## src/rtl/spisp_pkg.sv

```systemverilog
// spisp_pkg: constants and carrier types for the serial port
package spisp_pkg;
   localparam int BYTE_BITS = 8;
   localparam logic [2:0] BIT_LAST = 3'h7;
   localparam logic [1:0] MODE_MASTER_TOP = 2'h0;
   localparam logic [2:0] MODE_SLAVE_TOP = 3'h2;
   localparam logic [3:0] MODE_SLAVE_NOSEL = 4'h5;
   localparam logic [1:0] CTL_CKP = 2'h0;
   // half periods stay above the four-clock input delay, or the returning bit is missed
   localparam int RATE_DIV0 = 8;
   localparam int RATE_DIV1 = 16;
   localparam int RATE_DIV2 = 32;
   localparam int CNT_W = 6;

   typedef struct packed {
      logic enable;
      logic clkIdleHigh;
      logic [3:0] mode;
      logic sampleEnd;
      logic edgeActToIdle;
   } spisp_cfg_t;

   typedef struct packed {
      logic bufferFull;
      logic writeCollision;
      logic busy;
   } spisp_stat_t;
endpackage : spisp_pkg

```

## src/rtl/spisp_port.sv

```systemverilog
// spisp_port: byte-wide serial peripheral port, master or slave
`timescale 1ns/10ps
module spisp_port #(
   parameter int BUF_DEPTH = 2
) (
   // clock and reset
   input wire logic clk,
   input wire logic rst_n,
   // configuration
   input wire spisp_pkg::spisp_cfg_t cfg,
   // pin direction bits, 1 = input
   input wire logic dirIn,
   input wire logic dirOut,
   input wire logic dirClk,
   input wire logic dirSel,
   // software write to data buffer
   input wire logic txValid,
   input wire logic [7:0] txData,
   output logic txReady,
   // received byte stream
   output logic rxValid,
   output logic [7:0] rxData,
   input wire logic rxReady,
   // status
   input wire logic collisionClear,
   output spisp_pkg::spisp_stat_t status,
   output logic serialIrq,
   // pins
   input wire logic sdiIn,
   input wire logic sckIn,
   output logic sckOut,
   output logic sckOe,
   input wire logic selIn_n,
   output logic sdoOut,
   output logic sdoOe
);
   // ----------------------------------------
   // reset release and pin synchronisers
   // ----------------------------------------
   logic [1:0] rstSync_q;
   logic rst;
   logic [2:0] sdiS_q, sckS_q, selS_q;
   always_ff @(posedge clk or negedge rst_n) begin
      if (!rst_n) begin
         rstSync_q <= 2'h0;
      end else begin
         rstSync_q <= {rstSync_q[0], 1'b1};
      end
   end
   assign rst = ~rstSync_q[1];

   logic sdiV_q, sckV_q, selV_q, sdiV_d, sckV_d, selV_d;
   always_comb begin
      sdiV_d = dirIn && ((sdiS_q[2] == sdiS_q[1]) ? sdiS_q[1] : sdiV_q);
      sckV_d = (sckS_q[2] == sckS_q[1]) ? sckS_q[1] : sckV_q;
      selV_d = (selS_q[2] == selS_q[1]) ? selS_q[1] : selV_q;
   end
   always_ff @(posedge clk) begin
      sdiS_q <= {sdiS_q[1:0], sdiIn};
      sckS_q <= {sckS_q[1:0], sckIn};
      selS_q <= {selS_q[1:0], selIn_n};
      sdiV_q <= rst ? 1'b0 : sdiV_d;
      sckV_q <= rst ? cfg.clkIdleHigh : sckV_d;
      selV_q <= rst ? 1'b1 : selV_d;
   end

   // ----------------------------------------
   // mode decode
   // ----------------------------------------
   logic isMaster, isSlave, useSel;
   assign isMaster = cfg.mode[3:2] == spisp_pkg::MODE_MASTER_TOP;
   assign isSlave = cfg.mode[3:1] == spisp_pkg::MODE_SLAVE_TOP;
   assign useSel = isSlave && cfg.mode != spisp_pkg::MODE_SLAVE_NOSEL && dirSel;

   // ----------------------------------------
   // two-entry receive buffer
   // ----------------------------------------
   logic [7:0] buf_q [BUF_DEPTH], buf_d [BUF_DEPTH];
   logic [1:0] cnt_q, cnt_d;
   logic pushV, pushR;
   logic [7:0] pushD;
   assign pushR = cnt_q != 2'(BUF_DEPTH);
   assign rxValid = cnt_q != 2'h0;
   assign rxData = buf_q[0];
   always_comb begin
      buf_d = buf_q;
      cnt_d = cnt_q;
      if (rxValid && rxReady) begin
         for (int i = 0; i < BUF_DEPTH - 1; i++) begin
            buf_d[i] = buf_q[i + 1];
         end
         cnt_d = cnt_d - 2'h1;
      end
      if (pushV && pushR) begin
         buf_d[cnt_d[0]] = pushD;
         cnt_d = cnt_d + 2'h1;
      end
   end

   // ----------------------------------------
   // transfer engine
   // ----------------------------------------
   typedef enum logic [1:0] {IDLE, LEAD, TRAIL, DONE} spisp_state_t;
   spisp_state_t st_q, st_d;
   logic [7:0] sh_q, sh_d;
   logic [2:0] bit_q, bit_d;
   logic [5:0] div_q, div_d;
   logic [5:0] divTop;
   logic sck_q, sck_d, sdo_q, sdo_d, write_collision_flag_q, write_collision_flag_d, irq_q, irq_d, sckPrev_q;
   logic loaded_q, loaded_d;
   logic slvLead, slvTrail, selActive, sampled_q, sampled_d;

   always_comb begin
      unique case (cfg.mode[1:0])
         2'h0: divTop = 6'(spisp_pkg::RATE_DIV0 - 1);
         2'h1: divTop = 6'(spisp_pkg::RATE_DIV1 - 1);
         default: divTop = 6'(spisp_pkg::RATE_DIV2 - 1);
      endcase
   end

   // leading edge leaves idle level
   assign slvLead = sckV_q != sckPrev_q && sckV_q != cfg.clkIdleHigh;
   assign slvTrail = sckV_q != sckPrev_q && sckV_q == cfg.clkIdleHigh;
   assign selActive = !useSel || !selV_q;
   assign txReady = st_q == IDLE && !write_collision_flag_q && cfg.enable && !loaded_q;

   always_comb begin
      st_d = st_q;
      sh_d = sh_q;
      bit_d = bit_q;
      div_d = div_q;
      sck_d = sck_q;
      sdo_d = sdo_q;
      write_collision_flag_d = write_collision_flag_q;
      irq_d = 1'b0;
      pushV = 1'b0;
      pushD = sh_q;
      loaded_d = loaded_q;
      sampled_d = sampled_q;
      if (txValid && !txReady && cfg.enable) begin
         write_collision_flag_d = 1'b1;
      end else if (collisionClear) begin
         write_collision_flag_d = 1'b0;
      end
      unique case (st_q)
         IDLE: begin
            sck_d = cfg.clkIdleHigh;
            bit_d = 3'h0;
            div_d = 6'h0;
            if (txValid && txReady) begin
               sh_d = txData;
               sdo_d = txData[7];
               if (isMaster) begin
                  st_d = LEAD;
               end else begin
                  loaded_d = 1'b1;
               end
            end
            if (isSlave && selActive && slvLead) begin
               st_d = TRAIL;
               loaded_d = 1'b0;
               if (cfg.edgeActToIdle) begin
                  sampled_d = sdiV_q;
               end else begin
                  sdo_d = sh_q[7];
               end
            end
         end
         LEAD: begin
            div_d = div_q + 6'h1;
            if (div_q == divTop) begin
               div_d = 6'h0;
               sck_d = ~cfg.clkIdleHigh;
               st_d = TRAIL;
               if (!cfg.sampleEnd) begin
                  sampled_d = sdiV_q;
               end
            end
         end
         TRAIL: begin
            if (isMaster) begin
               div_d = div_q + 6'h1;
               if (div_q == divTop) begin
                  div_d = 6'h0;
                  sck_d = cfg.clkIdleHigh;
                  sh_d = {sh_q[6:0], cfg.sampleEnd ? sdiV_q : sampled_q};
                  sdo_d = sh_q[6];
                  bit_d = bit_q + 3'h1;
                  st_d = bit_q == spisp_pkg::BIT_LAST ? DONE : LEAD;
               end
            end else if (!selActive) begin
               // select cut the frame: partial byte dropped
               st_d = IDLE;
            end else if (slvLead) begin
               if (cfg.edgeActToIdle) begin
                  sampled_d = sdiV_q;
               end else begin
                  sdo_d = sh_q[7];
               end
            end else if (slvTrail) begin
               sh_d = {sh_q[6:0], cfg.edgeActToIdle ? sampled_q : sdiV_q};
               if (cfg.edgeActToIdle) begin
                  sdo_d = sh_q[6];
               end
               bit_d = bit_q + 3'h1;
               st_d = bit_q == spisp_pkg::BIT_LAST ? DONE : TRAIL;
            end
         end
         DONE: begin
            pushV = 1'b1;
            if (pushR) begin
               irq_d = 1'b1;
               st_d = IDLE;
            end
         end
      endcase
      if (!cfg.enable) begin
         st_d = IDLE;
         loaded_d = 1'b0;
      end
   end

   always_ff @(posedge clk or negedge rst_n) begin
      if (!rst_n) begin
         st_q <= IDLE;
         sh_q <= 8'h0;
         bit_q <= 3'h0;
         div_q <= 6'h0;
         sck_q <= 1'b0;
         sdo_q <= 1'b0;
         write_collision_flag_q <= 1'b0;
         irq_q <= 1'b0;
         cnt_q <= 2'h0;
         sckPrev_q <= 1'b0;
         loaded_q <= 1'b0;
         sampled_q <= 1'b0;
         for (int i = 0; i < BUF_DEPTH; i++) begin
            buf_q[i] <= 8'h0;
         end
      end else begin
         st_q <= rst ? IDLE : st_d;
         sh_q <= sh_d;
         bit_q <= bit_d;
         div_q <= div_d;
         sck_q <= sck_d;
         sdo_q <= sdo_d;
         write_collision_flag_q <= rst ? 1'b0 : write_collision_flag_d;
         irq_q <= irq_d;
         cnt_q <= (rst || !cfg.enable) ? 2'h0 : cnt_d;
         sckPrev_q <= sckV_q;
         loaded_q <= loaded_d;
         sampled_q <= sampled_d;
         buf_q <= buf_d;
      end
   end

   // ----------------------------------------
   // pin drive
   // ----------------------------------------
   // direction bit overrides function
   assign sckOut = sck_q;
   assign sckOe = cfg.enable && isMaster && !dirClk;
   assign sdoOut = sdo_q;
   assign sdoOe = cfg.enable && !dirOut && selActive;
   assign status = '{bufferFull: rxValid, writeCollision: write_collision_flag_q, busy: st_q != IDLE};
   assign serialIrq = irq_q;
endmodule : spisp_port

```

## config.mk

```make
export PLATFORM = sky130hd
export DESIGN_NAME = spisp_port
export DESIGN_NICKNAME = d
export VERILOG_FILES = /design/src/rtl/spisp_pkg.sv /design/src/rtl/spisp_port.sv
export SDC_FILE = /design/constraint.sdc
export NUM_CORES = 1
export LEC_CHECK = 0
export ABC_AREA = 1
export BUFFER_PORTS_ARGS = -buffer_cell sky130_fd_sc_hd__buf_2
export CELL_PAD_IN_SITES_DETAIL_PLACEMENT = 0
export CELL_PAD_IN_SITES_GLOBAL_PLACEMENT = 1
export CORE_MARGIN = 5
export CORE_UTILIZATION = 43
export CTS_CLUSTER_SIZE = 12
export DETAILED_ROUTE_END_ITERATION = 7
export PLACE_DENSITY_LB_ADDON = 0.1
export SLEW_MARGIN = 25
export SYNTH_ARGS = -nofsm -noshare
export SYNTH_HDL_FRONTEND = slang
export SYNTH_SLANG_ARGS = --single-unit
```

## constraint.sdc

```tcl
create_clock -name clk -period 2.53 [get_ports clk]
set_input_delay 0.3795 -clock clk [delete_from_list [all_inputs] [get_ports clk]]
set_output_delay 0.3795 -clock clk [all_outputs]
set_load 0.05 [all_outputs]
```

==> impl_metrics.env <==
export IMPL_final_area_um2=3630
export IMPL_cp_end_kind="output pin"
export IMPL_die_height_um=95.5
export IMPL_vias_in_the_first_global_route=2424
export IMPL_timing_hold_ws_ns=0.145
export IMPL_place_hpwl_um=5200
export IMPL_fin_skew_ns=0.00863
export IMPL_post_cts_hold_buffer_count=1
export IMPL_worst_setup_sp="st_q[1]"
export IMPL_cts_root_buf="sky130_fd_sc_hd__clkbuf_8"
export IMPL_critical_path_startpoint_type="flip-flop"
export IMPL_number_of_rows_in_the_core_area=31
export IMPL_met3_wl_post_dr_um=269
export IMPL_routed_wl_met2_um=3060
export IMPL_clkTransAtPathRegs_ns=0.07
export IMPL_fp_dieArea_um2=9120
export IMPL_die_w_um=95.5
export IMPL_netlist_instances=369
export IMPL_yosysUniqueCellTypes=44
export IMPL_outcome="finished clean"
export IMPL_pin_count=46
export IMPL_grt_ovfl_total=0
export IMPL_detail_route_wl_per_cell_um=13.2
export IMPL_grt_first_pass_wirelength_um=11600
export IMPL_highest_signal_layer="met4"
export IMPL_ir_drop_v=0.000405
export IMPL_clock_fmax_ghz=0.465
export IMPL_seq_area_frac_synth_pct=44.6
export IMPL_timing_critical_path_fanout_max=6
export IMPL_crit_reg2reg_launch="cnt_q[0]"
export IMPL_timing_max_cap_violations=0
export IMPL_drt_antenna_violating_nets=0
export IMPL_dominantRegCellSynth="sky130_fd_sc_hd__dfrtp_1"
export IMPL_place_port_buffers=45
export IMPL_start_util_pct=43.8
export IMPL_drtPass1Iterations=4
export IMPL_drive_gt1_share_pct=25.7
export IMPL_final_setup_viol_count=0
export IMPL_required_ns=2.15
export IMPL_timing_final_max_slew_violations=0
export IMPL_synthArstFlopShare_pct=79.3
export IMPL_synth_enable_flop_cells=1
export IMPL_period_minus_slack_ns=2.15
export IMPL_pin_count_of_the_biggest_net_entering_global_routing=29
export IMPL_fin_nets=452
export IMPL_detail_route_vias_per_cell=4.73
export IMPL_grt_setup_unrepaired="false"
export IMPL_synth_fp_nets=409
export IMPL_remaining_design_rule_violation_count=0
export IMPL_vias=2443
export IMPL_grt_antenna_before_repair=0
export IMPL_postPlaceCellArea_um2=3400
export IMPL_launch_point_of_the_worst_hold_path="sdiIn"
export IMPL_postCtsSetupBuffers=0
export IMPL_finalWeightedCongestion=0.873
export IMPL_cts_tree="built"
export IMPL_p_leak_nw=1.89
export IMPL_antenna_cells_inserted=0
export IMPL_worstHoldPathType="input pin to flip-flop"
export IMPL_syn_area_per_cell_um2=8.51
export IMPL_cts_repair_resized=0
export IMPL_m1_wire_length_um=3350
export IMPL_period_utilization_pct=85.0
export IMPL_gr_usage_all_layers_pct=16.8
export IMPL_hold_violations=0
export IMPL_clock_path_buffers=2
export IMPL_core_area_um2=7180
export IMPL_yosys_warning_total=0
export IMPL_clock_latency_ns=0.33
export IMPL_syn_area_um2=3140
export IMPL_kind_of_critical_path="flip-flop to output pin"
export IMPL_finalWirelength_um=6800
export IMPL_maximum_level_of_the_cts_h_tree=3
export IMPL_number_of_cts_inserted_buffers=9
export IMPL_power_density_cell_area_nw_per_um2=763
export IMPL_syn_to_final_growth_pct=15.7
export IMPL_tritoncts_num_sinks=58
export IMPL_filler_cell_count=714
export IMPL_synth_seq_cells=58
export IMPL_worstPathArrival_ns=1.77
export IMPL_setup_tns_ns=0
export IMPL_drt_initial_drc_count=100
## layer usage
layer	track usage [%]	up-vias
li1	-	1276
met2	25.9	42
met1	22.9	1116
met3	3.24	9
met4	7.46	0
met5	0	-
## logic make-up after synthesis
| family | count (synthesis) | share of synthesized area [%] |
|---|---|---|
| adder cells (fa/ha/maj) | 12 | 4.78 |
| XOR/XNOR | 3 | 1.08 |
| AND/OR/NAND/NOR | 160 | 23.9 |
| multiplexers | 13 | 4.42 |
| flip-flops | 58 | 44.6 |
| other | 1 | 0.119 |
| AO/OA/AOI/OAI | 62 | 12.3 |
| buffers and inverters | 60 | 8.88 |
## cell usage after synthesis, types with 2 or more instances
cell type | instances | area (um^2)
sky130_fd_sc_hd__dfrtp_1 | 46 | 1150
sky130_fd_sc_hd__nand2_2 | 7 | 43.8
sky130_fd_sc_hd__mux2_2 | 7 | 78.8
sky130_fd_sc_hd__buf_2 | 4 | 20.0
sky130_fd_sc_hd__inv_1 | 37 | 139
sky130_fd_sc_hd__nor2_1 | 31 | 116
sky130_fd_sc_hd__o21ai_0 | 18 | 90.1
sky130_fd_sc_hd__nand3_2 | 3 | 30.0
sky130_fd_sc_hd__o21ai_1 | 6 | 30.0
sky130_fd_sc_hd__a21oi_1 | 14 | 70.1
sky130_fd_sc_hd__ha_1 | 12 | 150
sky130_fd_sc_hd__nand4_1 | 3 | 18.8
sky130_fd_sc_hd__buf_4 | 11 | 82.6
sky130_fd_sc_hd__nand2_4 | 2 | 22.5
sky130_fd_sc_hd__nand3_1 | 19 | 95.1
sky130_fd_sc_hd__mux2i_1 | 6 | 60.1
sky130_fd_sc_hd__inv_2 | 6 | 22.5
sky130_fd_sc_hd__nor2_4 | 5 | 56.3
sky130_fd_sc_hd__nand2_1 | 84 | 315
sky130_fd_sc_hd__o21ai_2 | 7 | 61.3
sky130_fd_sc_hd__dfxtp_1 | 11 | 220
sky130_fd_sc_hd__a31oi_1 | 7 | 43.8
sky130_fd_sc_hd__o211ai_1 | 2 | 15.0
## stage by stage
stage / instances / setup WS, ns / power [mW] / util [%]
after floorplan: 369 / 0.423 / 1.67 / -
after CTS: 516 / 0.355 / 2.82 / 50.7
after detailed placement: 499 / 0.451 / 1.81 / 47.3
after global placement: 499 / 0.520 / 1.80 / 47.3
after global routing: 516 / 0.275 / 2.95 / 50.7
final: 516 / 0.379 / 2.77 / 50.7
## placed cells by master (no fill, tap or decap), drive strengths merged, types with 2 or more instances in the layout
master / Yosys / layout
dfrtp: 46 / 46
dfxtp: 11 / 11
o21ai: 31 / 31
a31oi: 7 / 7
o211ai: 2 / 2
inv: 43 / 43
clkbuf: 1 / 12
mux2i: 6 / 6
mux2: 7 / 7
nand4: 3 / 3
buf: 16 / 48
nor3: 2 / 2
nor2: 37 / 37
a21boi: 2 / 2
a21oi: 15 / 15
xor2: 2 / 2
nand3: 23 / 23
bufinv: 0 / 2
ha: 12 / 12
clkinv: 0 / 2
nand2: 93 / 93
## cell type report
class                      count  area [um^2]  area share [%]
clock buffer                  12          155            4.27
clock inverter                 4         73.8            2.03
inverter                      43          161            4.44
multi-input combinational    251         1460            40.2
sequential                    58         1400            38.6
tap                           99          124            3.41
timing repair buffer          49          258            7.09
## path summary, 6_finish.rpt
kind / endpoint / slack (ns) / cells past startpoint
min in group asynchronous: sckOut / 0.39 / 2
max in group asynchronous: rxData[5] / 1.57 / 3
hold reg to reg: sckS_q[1] / 0.32 / 0
hold / removal: sdiS_q[0] / 0.14 / 1
setup / recovery: txReady / 0.38 / 7
setup reg to reg: flip-flop / 0.46 / 8
## report_power, final
part           switching (mW)  internal [mW]  total (mW)
registers               0.118           1.05        1.17
clock network           0.380          0.609       0.989
logic                   0.418          0.194       0.612
total                   0.916           1.86        2.77
## critical path: stages, from the launching register on
cell                      delay, ns
sky130_fd_sc_hd__dfrtp_1       0.43
sky130_fd_sc_hd__inv_1         0.13
sky130_fd_sc_hd__ha_1          0.35
sky130_fd_sc_hd__nand2_1       0.09
sky130_fd_sc_hd__inv_1         0.07
sky130_fd_sc_hd__nand2_1       0.06
sky130_fd_sc_hd__inv_1         0.05
sky130_fd_sc_hd__buf_2         0.25
Note: power is estimated with default switching activity, not from simulation.
